`config.mk`:
```
export PLATFORM = sky130hd
export DESIGN_NAME = sctg_top
export DESIGN_NICKNAME = d
export VERILOG_FILES = /design/src/logic/sctg_top.v /design/src/logic/sctg_twisted_ring.v /design/src/logic/sctg_channel.v
export VERILOG_INCLUDE_DIRS = /design/src /design/src/logic
export SDC_FILE = /design/constraint.sdc
export NUM_CORES = 1
export LEC_CHECK = 0
export BUFFER_PORTS_ARGS = -buffer_cell sky130_fd_sc_hd__clkbuf_2
export CAP_MARGIN = 20
export CORE_MARGIN = 2
export CORE_UTILIZATION = 30
export CTS_CLUSTER_DIAMETER = 50
export DETAILED_ROUTE_END_ITERATION = 10
export PLACE_DENSITY = 0.5
export SYNTH_ARGS = -nofsm -noshare
export SYNTH_HDL_FRONTEND = slang
export SYNTH_HIERARCHICAL = 1
export SYNTH_SLANG_ARGS = --single-unit
```
`constraint.sdc`:
```
create_clock -name clk -period 5.3 [get_ports clk]
set_input_delay 1.06 -clock clk [delete_from_list [all_inputs] [get_ports clk]]
set_output_delay 1.06 -clock clk [all_outputs]
set_load 0.01 [all_outputs]
```
`src/logic/sctg_defs.vh`:
```
/*
  Timing constants for the serial cycle timing generator.
  Assumes inclusion by bare name from design files under logic/.
*/
`ifndef SCTG_DEFS_VH
`define SCTG_DEFS_VH

// Source rate and the system clock, both in kHz.
`define SCTG_SRC_KHZ 2048
`define SCTG_CLK_KHZ 125000
// Quarter clocks per bit time.
`define SCTG_QUARTERS 4
// Quarter clock encodings.
`define SCTG_Q_W 2'h0
`define SCTG_Q_X 2'h1
`define SCTG_Q_Y 2'h2
`define SCTG_Q_Z 2'h3
// Timing-gate stages and bit times per phase.
`define SCTG_GATES 7
`define SCTG_BITS 14
// Phase encodings.
`define SCTG_PH_A 2'h0
`define SCTG_PH_B 2'h1
`define SCTG_PH_C 2'h2
// Nominal computer cycle in ns (about 82 us).
`define SCTG_CYCLE_NS 82031
// Strobe selections: bit time and quarter for the phase-free strobe.
`define SCTG_STB_BIT 4'h6
`define SCTG_STB_Q 2'h3
// Phase, bit and quarter for the phase-qualified strobe.
`define SCTG_STB2_PH 2'h0
`define SCTG_STB2_BIT 4'hB
`define SCTG_STB2_Q 2'h0

`endif

```
`src/logic/sctg_top.v`:
```
/*
  Serial cycle timing generator: oscillator-rate tick, complementary
  source pair, three redundant divider channels, voted timing outputs,
  instruction/operation time and decoded strobes.
  Assumes clk at 125 MHz; the 2.048 MHz source is made by a fractional
  accumulator so its mean rate is exact.
*/
`timescale 1ns/10ps
`include "sctg_defs.vh"

module sctg_top #(
  parameter CHANNELS = 3
) (
  // Clock and reset.
  input wire clk,
  input wire srst,
  // Complementary source pair.
  output reg divider_source_clock,
  output reg delay_line_drive_clock,
  // Quarter clock strobes, one slot wide each.
  output reg clk_w,
  output reg clk_x,
  output reg clk_y,
  output reg clk_z,
  // Voted timing state.
  output reg [1:0] phase,
  output reg [3:0] bit_time,
  output reg [`SCTG_GATES-1:0] timing_gate,
  output reg instruction_time,
  output reg operation_time,
  // Serial storage shift and syllable framing.
  output reg shift_bit,
  output reg syllable_start,
  output reg cycle_start,
  // Decoded strobes.
  output reg strobe_every_phase,
  output reg strobe_phase_qual,
  // Channel disagreement flag.
  output reg vote_mismatch
);

  ////////////////////////////////////////////////////////////////////
  // Source tick at twice the oscillator rate via phase accumulator.

  // Step is the source half periods per ms (twice the source kHz), modulus the clk rate per ms.
  localparam integer ACC_STEP_I = 2 * `SCTG_SRC_KHZ;
  localparam integer ACC_MOD_I = `SCTG_CLK_KHZ;
  localparam [17:0] ACC_STEP = ACC_STEP_I[17:0];
  localparam [17:0] ACC_MOD = ACC_MOD_I[17:0];
  // The mean source rate is exact, but single half periods are 30 or 31
  // clocks, so every source edge carries up to one clock of jitter and a
  // full cycle of 168 source periods lasts 10253 or 10254 clocks.

  reg [17:0] acc_q;
  reg [17:0] acc_d;
  reg half_tick;
  reg src_en;

  // Accumulate; each wrap is one half period of the source.
  always @* begin
    acc_d = acc_q + ACC_STEP;
    half_tick = 1'b0;
    if (acc_d >= ACC_MOD) begin
      acc_d = acc_d - ACC_MOD;
      half_tick = 1'b1;
    end
  end

  // Toggle the complementary pair; the divider tick is the rising half.
  always @(posedge clk) begin
    if (srst) begin
      acc_q <= 18'h00000;
      divider_source_clock <= 1'b0;
      delay_line_drive_clock <= 1'b1;
      src_en <= 1'b0;
    end else begin
      acc_q <= acc_d;
      src_en <= half_tick && !divider_source_clock;
      if (half_tick) begin
        divider_source_clock <= ~divider_source_clock;
        delay_line_drive_clock <= divider_source_clock;
      end
    end
  end

  ////////////////////////////////////////////////////////////////////
  // Three redundant channels fed by the shared tick.

  wire [2*CHANNELS-1:0] ch_quarter;
  wire [2*CHANNELS-1:0] ch_phase;
  wire [`SCTG_GATES*CHANNELS-1:0] ch_gate;
  wire [4*CHANNELS-1:0] ch_bit;
  wire [CHANNELS-1:0] ch_bit_end;
  wire [CHANNELS-1:0] ch_phase_end;
  wire [CHANNELS-1:0] ch_cycle_end;

  genvar g;
  generate
    for (g = 0; g < CHANNELS; g = g + 1) begin : g_chan
      // Each channel holds its own divider chain.
      sctg_channel u_ch (
        .clk(clk),
        .srst(srst),
        .src_en(src_en),
        .quarter_q(ch_quarter[2*g+1:2*g]),
        .phase_q(ch_phase[2*g+1:2*g]),
        .gate(ch_gate[`SCTG_GATES*g+`SCTG_GATES-1:`SCTG_GATES*g]),
        .bit_time(ch_bit[4*g+3:4*g]),
        .bit_end(ch_bit_end[g]),
        .phase_end(ch_phase_end[g]),
        .cycle_end(ch_cycle_end[g])
      );
    end
  endgenerate

  ////////////////////////////////////////////////////////////////////
  // Majority vote of the first three channels.

  function [15:0] vote3;
    input [15:0] a;
    input [15:0] b;
    input [15:0] c;
    begin
      vote3 = (a & b) | (a & c) | (b & c);
    end
  endfunction

  // Every channel is packed alike: quarter, phase, bit time, a pad bit, gates.
  wire [16*CHANNELS-1:0] ch_state;
  // Every channel's boundary pulses: bit end, phase end, cycle end.
  wire [3*CHANNELS-1:0] ch_event;

  generate
    for (g = 0; g < CHANNELS; g = g + 1) begin : g_pack
      // Same layout for each channel, so one vote covers every field.
      assign ch_state[16*g+15:16*g] = {ch_quarter[2*g+1:2*g], ch_phase[2*g+1:2*g],
                                       ch_bit[4*g+3:4*g], 1'b0,
                                       ch_gate[`SCTG_GATES*g+`SCTG_GATES-1:`SCTG_GATES*g]};
      assign ch_event[3*g+2:3*g] = {ch_bit_end[g], ch_phase_end[g], ch_cycle_end[g]};
    end
  endgenerate

  // The vote reads channels 0 to 2 only.
  wire [15:0] st0 = ch_state[15:0];
  wire [15:0] st1 = ch_state[31:16];
  wire [15:0] st2 = ch_state[47:32];
  wire [15:0] ev0 = {13'h0000, ch_event[2:0]};
  wire [15:0] ev1 = {13'h0000, ch_event[5:3]};
  wire [15:0] ev2 = {13'h0000, ch_event[8:6]};
  wire [15:0] st_v = vote3(st0, st1, st2);
  // Only the low three bits of the voted event word carry pulses.
  wire [15:0] ev_w = vote3(ev0, ev1, ev2);
  wire [2:0] ev_v = ev_w[2:0];

  wire [1:0] q_v = st_v[15:14];
  wire [1:0] ph_v = st_v[13:12];
  wire [3:0] bit_v = st_v[11:8];
  wire [6:0] gate_v = st_v[6:0];

  ////////////////////////////////////////////////////////////////////
  // Registered outputs from the voted state, except vote_mismatch, which compares the raw channels.

  always @(posedge clk) begin
    if (srst) begin
      clk_w <= 1'b0;
      clk_x <= 1'b0;
      clk_y <= 1'b0;
      clk_z <= 1'b0;
      phase <= `SCTG_PH_A;
      bit_time <= 4'h1;
      timing_gate <= {`SCTG_GATES{1'b0}};
      instruction_time <= 1'b1;
      operation_time <= 1'b0;
      shift_bit <= 1'b0;
      syllable_start <= 1'b0;
      cycle_start <= 1'b0;
      strobe_every_phase <= 1'b0;
      strobe_phase_qual <= 1'b0;
      vote_mismatch <= 1'b0;
    end else begin
      // Quarter slot decode; each repeats once per bit time.
      clk_w <= (q_v == `SCTG_Q_W);
      clk_x <= (q_v == `SCTG_Q_X);
      clk_y <= (q_v == `SCTG_Q_Y);
      clk_z <= (q_v == `SCTG_Q_Z);
      phase <= ph_v;
      bit_time <= bit_v;
      timing_gate <= gate_v;
      // Phase A reads an instruction syllable, B and C the data syllables.
      instruction_time <= (ph_v == `SCTG_PH_A);
      operation_time <= (ph_v != `SCTG_PH_A);
      // Serial storage advances once per bit time.
      shift_bit <= ev_v[2];
      syllable_start <= ev_v[1];
      cycle_start <= ev_v[0];
      // Phase-free strobe at every 6-Z, qualified strobe at A-11-W.
      strobe_every_phase <= (bit_v == `SCTG_STB_BIT) && (q_v == `SCTG_STB_Q);
      strobe_phase_qual <= (ph_v == `SCTG_STB2_PH) && (bit_v == `SCTG_STB2_BIT)
                           && (q_v == `SCTG_STB2_Q);
      vote_mismatch <= (st0 != st1) || (st0 != st2) || (ev0 != ev1) || (ev0 != ev2);
    end
  end

endmodule

```
`src/logic/sctg_twisted_ring.v`:
```
/*
  Seven-stage twisted-ring counter that forms the timing gates.
  Assumes a single clock, synchronous reset and a one-cycle advance enable.
*/
`timescale 1ns/10ps
`include "sctg_defs.vh"

module sctg_twisted_ring #(
  parameter STAGES = `SCTG_GATES
) (
  // Clock and reset.
  input wire clk,
  input wire srst,
  // Advance once per bit time.
  input wire adv,
  // Gate outputs and decoded bit time (1 based).
  output reg [STAGES-1:0] gate_q,
  output reg [3:0] bit_time_q
);

  reg [STAGES-1:0] gate_d;

  // Shift left and feed back the inverted top stage.
  always @* begin
    gate_d = {gate_q[STAGES-2:0], ~gate_q[STAGES-1]};
  end

  // Gates and bit number advance together; 2*STAGES distinct states.
  always @(posedge clk) begin
    if (srst) begin
      gate_q <= {STAGES{1'b0}};
      bit_time_q <= 4'h1;
    end else if (adv) begin
      gate_q <= gate_d;
      if (gate_d == {STAGES{1'b0}}) begin
        bit_time_q <= 4'h1;
      end else begin
        bit_time_q <= bit_time_q + 4'h1;
      end
    end
  end

endmodule

```
`src/logic/sctg_channel.v`:
```
/*
  One redundant channel: divide-by-four quarter clocks, twisted-ring
  bit-time gates and divide-by-three phases.
  Assumes a one-cycle source enable at the oscillator rate.
*/
`timescale 1ns/10ps
`include "sctg_defs.vh"

module sctg_channel (
  // Clock and reset.
  input wire clk,
  input wire srst,
  // Divider source tick.
  input wire src_en,
  // Timing state.
  output reg [1:0] quarter_q,
  output reg [1:0] phase_q,
  output wire [`SCTG_GATES-1:0] gate,
  output wire [3:0] bit_time,
  // Bit-time boundary and phase boundary pulses.
  output wire bit_end,
  output wire phase_end,
  output wire cycle_end
);

  // Last bit number of a phase, cut to the width of the bit counter.
  localparam integer BITS_I = `SCTG_BITS;
  localparam [3:0] LAST_BIT = BITS_I[3:0];

  wire bit_last;

  // Last quarter of a bit and the last bit of a phase.
  assign bit_end = src_en && (quarter_q == `SCTG_Q_Z);
  assign bit_last = (bit_time == LAST_BIT);
  assign phase_end = bit_end && bit_last;
  assign cycle_end = phase_end && (phase_q == `SCTG_PH_C);

  // Divide the source by four: W, X, Y, Z in fixed order.
  always @(posedge clk) begin
    if (srst) begin
      quarter_q <= `SCTG_Q_W;
    end else if (src_en) begin
      quarter_q <= quarter_q + 2'h1;
    end
  end

  // Divide the phase rate by three: A, B, C.
  always @(posedge clk) begin
    if (srst) begin
      phase_q <= `SCTG_PH_A;
    end else if (phase_end) begin
      if (phase_q == `SCTG_PH_C) begin
        phase_q <= `SCTG_PH_A;
      end else begin
        phase_q <= phase_q + 2'h1;
      end
    end
  end

  // Fourteen bit times per phase, one gate step per bit.
  sctg_twisted_ring #(
    .STAGES(`SCTG_GATES)
  ) u_ring (
    .clk(clk),
    .srst(srst),
    .adv(bit_end),
    .gate_q(gate),
    .bit_time_q(bit_time)
  );

endmodule

```
==> impl_metrics.yaml, run 1 <==
synth:
  yosysMostFrequentCell: "dfxtp_1"
  syn_area_um2: 4540
  synthDistinctLibCells: 56
  synth_edf_count: 0
  ys_ff_latch: 88
  ys_warn_count: 6
  async_flop_share_pct: 0
  syn-num-nets: 521
  avgSynthCellArea_um2: 9.61
  synth_top_area_share_pct: 38.8
  ys.flop_type: "dfxtp_1"
  synth_top_area_cell: "dfxtp_1"
  yosys-top-cells-area: "dfxtp_1 (39%), ha_1 (13%), mux2i_1 (6.0%)"
  synth.yosys.seq_area_share_pct: 38.8
  ys_top_cells_by_count: "dfxtp_1 (88), nor2_1 (63), ha_1 (47), mux2i_1 (27), inv_1 (21)"
  syn_inst: 472
setup_path:
  critPathKind: "flip-flop to flip-flop"
  cp_slowest_cell: "dfxtp_1"
  slowest_delay_ps: 640
  timing.critical_path.from_type: "flip-flop"
  cp_max_fo: 14
  worstPathArrival_ps: 2700
  path_cells: "nand2_2 -> inv_1 -> ha_1 -> nor4_1 -> nand4_1 -> nor2_1 -> a41oi_1"
  cp-end-kind: "flip-flop"
  crit_required_ps: 5500
drt:
  totalWireLength_um: 10100
  via_per_inst: 5.02
  drc: 0
  antenna_left: 0
  vias: 3341
  drtIter0Drc: 210
  avgRoutedWirePerCell_um: 15.1
  dr.pass1.iters: 4
timing:
  skew_ps: 10.3
  finalHoldViolations: 0
  fin_setup_tns_ps: 0
  finalSetupViolations: 0
  rsz0062_at_grt: "no"
  fmax_mhz: 400
  period_share_pct: 47.2
  slew_headroom_pct: 46.9
  worstMarginPinSlew_ps: 791
  min_period_ps: 2500
  report.final.slew_viol_count: 0
global_routing:
  grt_first_pass_wirelength_um: 16900
  track_usage_pct: 13.3
  grt_max_degree: 52
  grt_antenna_before_repair: 0
  first_global_vias: 3305
  grt_overflow_total: 0
clock_network:
  cts.path.max_buffers: 2
  cts_resized: 0
  htree_levels: 3
  cts_hold_buf: 0
  cts_buffers: 9
  clock_latency_ps: 340
  root_buffer: "clkbuf_16"
  cts_tree: "yes"
  clk_pin_slew_ps: 60
  cts_setup_buffers: 0
  clock_sinks: 88
die:
  pin_count: 29
  start_util_pct: 31.0
  std_cell_rows: 44
  die_y_um: 127
  core_um2: 14600
  fp.dieW_um: 127
  dieArea_um2: 16100
layout:
  fill_cells: 1526
  final-seq-area_um2: 1760
  multiInputGateArea_um2: 2460
  area_growth_pct: 10.0
  diodes: 0
  final_cell_area_um2: 4990
  fin_nets: 527
  drive_gt1_share_pct: 13.3
pwr:
  p_switching_w: 0.000285
  pwr-share-clk_pct: 48.2
  internal-power_w: 0.00108
  p_leak_nw: 2.06
  power_frac_comb_pct: 2.8
  seq_power_share_pct: 49.1
  vdd.ir_drop.worst_mv: 0.166
  swShare_pct: 21.0
  powerDensity_nw_per_um2: 273
run:
  max_cap_violations: 0
place:
  place_congestion: 0.809
  placed_area_um2: 4680
  dp_hpwl_um: 7350
  portBuffers: 28
status:
  status: "finished, final reports clean"
min_path:
  hold_path_class: "flip-flop to flip-flop"
registers in the layout, indices dropped and copies added, names as in the netlist, 2 cells and up:
register	flops
g_chan.u_ch/u_ring/gate_q	21
g_chan.u_ch/phase_q	6
acc_q	15
phase	2
timing_gate	7
bit_time	4
g_chan.u_ch/quarter_q	6
g_chan.u_ch/u_ring/bit_time_q	12
cells in the final DEF (no fill, tap or decap), types with 3 or more instances in the layout:
cell       count
or4_1         13
nor2_1        63
o21ai_0       13
nand2b_1       4
clkbuf_8       3
nand4b_1       4
xnor2_1        7
inv_1         21
clkbuf_16      9
nand2_1       17
dfxtp_1       88
a41o_2         3
nand3b_1       3
nor4_1        15
nand2_2        3
a21oi_1       17
a211oi_1      19
mux2i_1       27
nor2b_1        3
o31ai_1        7
and3_1         4
xor2_1         9
nand4_1        5
ha_1          47
nand3_1        5
clkbuf_2      28
o21a_1         3
nor3_1         7
power by group through the flow:
stage	Clock, W	Combinational, W	Sequential (W)
2_1_floorplan	0	0.0000315	0.000681
3_3_place_gp	0	0.0000370	0.000682
3_5_place_dp	0	0.0000379	0.000683
4_1_cts	0.000675	0.0000384	0.000668
5_1_grt	0.000704	0.0000425	0.000668
6_report	0.000655	0.0000378	0.000668
per-layer routing:
layer	share of wire [%]	up-vias	wire [µm]	track usage (%)
li1	-	1709	-	-
met1	51	1588	5110	17.8
met2	45	33	4530	20.4
met3	2.7	11	270	3.50
met4	1.5	0	156	5.04
met5	0	-	0	0
kinds of logic after synthesis:
| family | count (synthesis) | share of synthesized area, % |
|---|---|---|
| flops | 88 | 38.8 |
| mux | 28 | 6.29 |
| xor+xnor | 16 | 3.09 |
| buf+inv | 55 | 6.81 |
| simple gates | 159 | 19.3 |
| fa+ha+maj | 47 | 13.0 |
| compound gates | 79 | 12.7 |
final timing paths:
path,endpoint,from,slack [ps],cells past startpoint
max,vote_mismatch$_SDFF_PP0_,src_en$_SDFF_PP0_,2800,7
min,divider_source_clock$_SDFFE_PP0P_,divider_source_clock$_SDFFE_PP0P_,490,2
max reg2reg,vote_mismatch$_SDFF_PP0_,src_en$_SDFF_PP0_,2800,7
min reg2reg,divider_source_clock$_SDFFE_PP0P_,divider_source_clock$_SDFFE_PP0P_,490,2
area by class of cell:
cell class                 instances  share of cell area (%)
clock inverter                     3                   0.802
timing repair buffer              29                    2.96
sequential                        88                    35.3
multi-input combinational        329                    49.4
tap                              184                    4.61
inverter                          21                    1.58
clock buffer                      12                    5.34
worst max-delay path: cells and delay by family (launching register included):
kind                       cells  cell delay, ps
and+or+nand+nor                4             760
buffers and inverters          1             520
adders and majority gates      1             350
DFF                            1             640
AOI/OAI and AO/OA              1              90
metrics by stage:
stage	std cells	power, W	worst slack (ps)	util (%)	hold slack (ps)
5_1_grt	666	0.00141	2580	34.1	512
2_1_floorplan	472	0.000712	3110	-	482
3_5_place_dp	651	0.000721	2700	32.0	485
4_1_cts	666	0.00138	2770	34.1	499
6_report	666	0.00136	2800	34.1	493
3_3_place_gp	651	0.000719	2740	32.0	480
Power figures use the tool's default switching activity.
==> inputs of run 2 (changes only) <==
==> constraint.sdc (replaced) <==
create_clock -name clk -period 2.6 [get_ports clk]
set_input_delay 0.52 -clock clk [delete_from_list [all_inputs] [get_ports clk]]
set_output_delay 0.52 -clock clk [all_outputs]
set_load 0.01 [all_outputs]
==> impl_metrics.yaml, run 2 (synthesis gave the netlist of run 1 again) <==
die:
  std_cell_rows: 44
  pin_count: 29
  die_y_um: 127
  dieArea_um2: 16100
  fp.dieW_um: 127
  start_util_pct: 31.0
  core_um2: 14600
layout:
  drive_gt1_share_pct: 14.7
  fin_nets: 536
  layout.cells.non_filler: 673
  area_growth_pct: 11.0
  diodes: 0
  final_common_cell: "dfxtp_1"
  reg_top3: "g_chan.u_ch/u_ring/gate_q: 21 flops, acc_q: 15 flops, g_chan.u_ch/u_ring/bit_time_q: 12 flops"
  regMostFlops: "g_chan.u_ch/u_ring/gate_q"
  largest_reg_flops: 21
  fill_cells: 1508
  final_cell_mix: "dfxtp_1 (87), nor2_1 (63), ha_1 (47), clkbuf_2 (28), mux2i_1 (27)"
  final_cell_area_um2: 5030
timing:
  fin_setup_tns_ps: 0
  finalSetupViolations: 0
  min_period_ps: 2410
  period_share_pct: 92.9
  skew_ps: 6.73
  slew_headroom_pct: 51.4
  fmax_mhz: 414
  report.final.slew_viol_count: 0
  rsz0062_at_grt: "no"
  finalHoldViolations: 0
  worstMarginPinSlew_ps: 725
global_routing:
  grt_antenna_before_repair: 0
  track_usage_pct: 12.9
  grt_overflow_total: 0
  grt_max_degree: 54
  grt_first_pass_wirelength_um: 16500
  first_global_vias: 3307
pwr:
  power_frac_comb_pct: 3.4
  powerDensity_nw_per_um2: 522
  seq_power_share_pct: 51.7
  p_total_w: 0.00263
  p_switching_w: 0.000561
  p_leak_nw: 2.09
  vdd.ir_drop.worst_mv: 0.318
  internal-power_w: 0.00207
  swShare_pct: 21.3
  pwr-share-clk_pct: 44.9
setup_path:
  cp_slowest_cell: "or4_1"
  worst-path-buf-inv: 2
  timing.critical_path.from_type: "flip-flop"
  r2r_start: "acc_q[12]$_SDFF_PP0_"
  path_delay_family: "simple AND/OR/NAND/NOR gates"
  critPathKind: "flip-flop to flip-flop"
  reg2reg_slack_ps: 190
  cp_max_fo: 14
  path_cells: "inv_1 -> ha_1 -> nor4bb_1 -> and4_2 -> nor4_4 -> buf_4 -> or4_1 -> and3_1"
  regToRegEndpoint: "acc_q[12]$_SDFF_PP0_"
  cp-end-kind: "flip-flop"
  crit_required_ps: 2840
  worstPathArrival_ps: 2660
  slowest_delay_ps: 460
  reg2regPathDepth: 8
clock_network:
  clk_pin_slew_ps: 60
  clock_sinks: 88
  htree_levels: 3
  cts.path.max_buffers: 2
  cts_buffers: 9
  cts_hold_buf: 0
  cts_tree: "yes"
  clock_latency_ps: 350
  root_buffer: "clkbuf_16"
drt:
  via_per_inst: 5.10
  antenna_left: 0
  avgRoutedWirePerCell_um: 14.8
  drtIter0Drc: 190
  dr.pass1.iters: 4
  vias: 3434
  totalWireLength_um: 9960
  drc: 0
place:
  place_congestion: 0.785
  placed_area_um2: 4750
  portBuffers: 28
  placed_cells: 658
  dp_hpwl_um: 7360
min_path:
  hold_path_class: "flip-flop to flip-flop"
  min_to: "divider_source_clock$_SDFFE_PP0P_"
  min_path_cells: 2
  min_from: "divider_source_clock$_SDFFE_PP0P_"
status:
  status: "finished, final reports clean"
run:
  max_cap_violations: 0
==> run 2: cell types whose count changed in the layout (fill, tap and decap cells not counted), sizes merged <==
cell | previous run | this run
clkinv | 2 | 1
buf | 1 | 10
bufinv | 1 | 0
==> run 2: final cells by class <==
type | count | area (µm²) | share of cell area [%]
Timing Repair Buffer | 38 | 228 | 4.53
Multi-Input combinational cell | 329 | 2470 | 49.1
Clock inverter | 1 | 5.00 | 0.0995
Tap cell | 184 | 230 | 4.57
Sequential cell | 88 | 1760 | 35.0
Inverter | 21 | 78.8 | 1.57
Clock buffer | 12 | 256 | 5.10
==> run 2: metrics by stage <==
step	setup WS, ps	hold slack (ps)	utilization (%)
final	186	478	34.4
after global routing	27.2	525	34.4
after CTS	115	486	34.2
after detailed placement	154	478	32.4
after global placement	185	479	32.4
after floorplan	406	482	-
==> run 2: worst min-delay path: cells and delay by family (launching register included) <==
family           cells  cell delay [ps]
AND/OR/NAND/NOR      1               50
AO/OA/AOI/OAI        1               60
flip-flops           1              320
==> run 2: how the worst max path moves through the flow <==
stage,slack (ps),start,cells past startpoint,to
final,190,acc_q[12]$_SDFF_PP0_,8,acc_q[12]$_SDFF_PP0_
after global routing,30,g_chan[1].u_ch/quarter_q[0]$_SDFFE_PP0P_,9,vote_mismatch$_SDFF_PP0_
after CTS,110,acc_q[12]$_SDFF_PP0_,7,delay_line_drive_clock$_SDFFE_PP1P_
after detailed placement,150,acc_q[12]$_SDFF_PP0_,7,delay_line_drive_clock$_SDFFE_PP1P_
after global placement,190,g_chan[1].u_ch/quarter_q[0]$_SDFFE_PP0P_,9,vote_mismatch$_SDFF_PP0_
after floorplan,410,acc_q[12]$_SDFF_PP0_,8,acc_q[8]$_SDFFE_PP0P_
==> run 2: per-layer routing <==
layer / GRT usage (%) / part of all wire, % / vias up
met1: 17.1 / 50 / 1654
met2: 20.3 / 45 / 39
met5: 0 / 0 / -
met3: 4.30 / 3.6 / 11
met4: 3.49 / 1.3 / 0
li1: - / - / 1730
==> run 2: power groups by stage <==
stage / registers [W] / logic [W] / clock network (W)
after CTS: 0.00136 / 0.0000847 / 0.00122
after global routing: 0.00136 / 0.0000956 / 0.00128
final: 0.00136 / 0.0000885 / 0.00118
after global placement: 0.00139 / 0.0000840 / 0
after floorplan: 0.00139 / 0.0000643 / 0
after detailed placement: 0.00139 / 0.0000844 / 0
==> run 2: repair_timing <==
item,4_1_cts,5_1_grt
setup endpoints to repair,0,2
gates resized for setup,0,2
buffers inserted,0,2
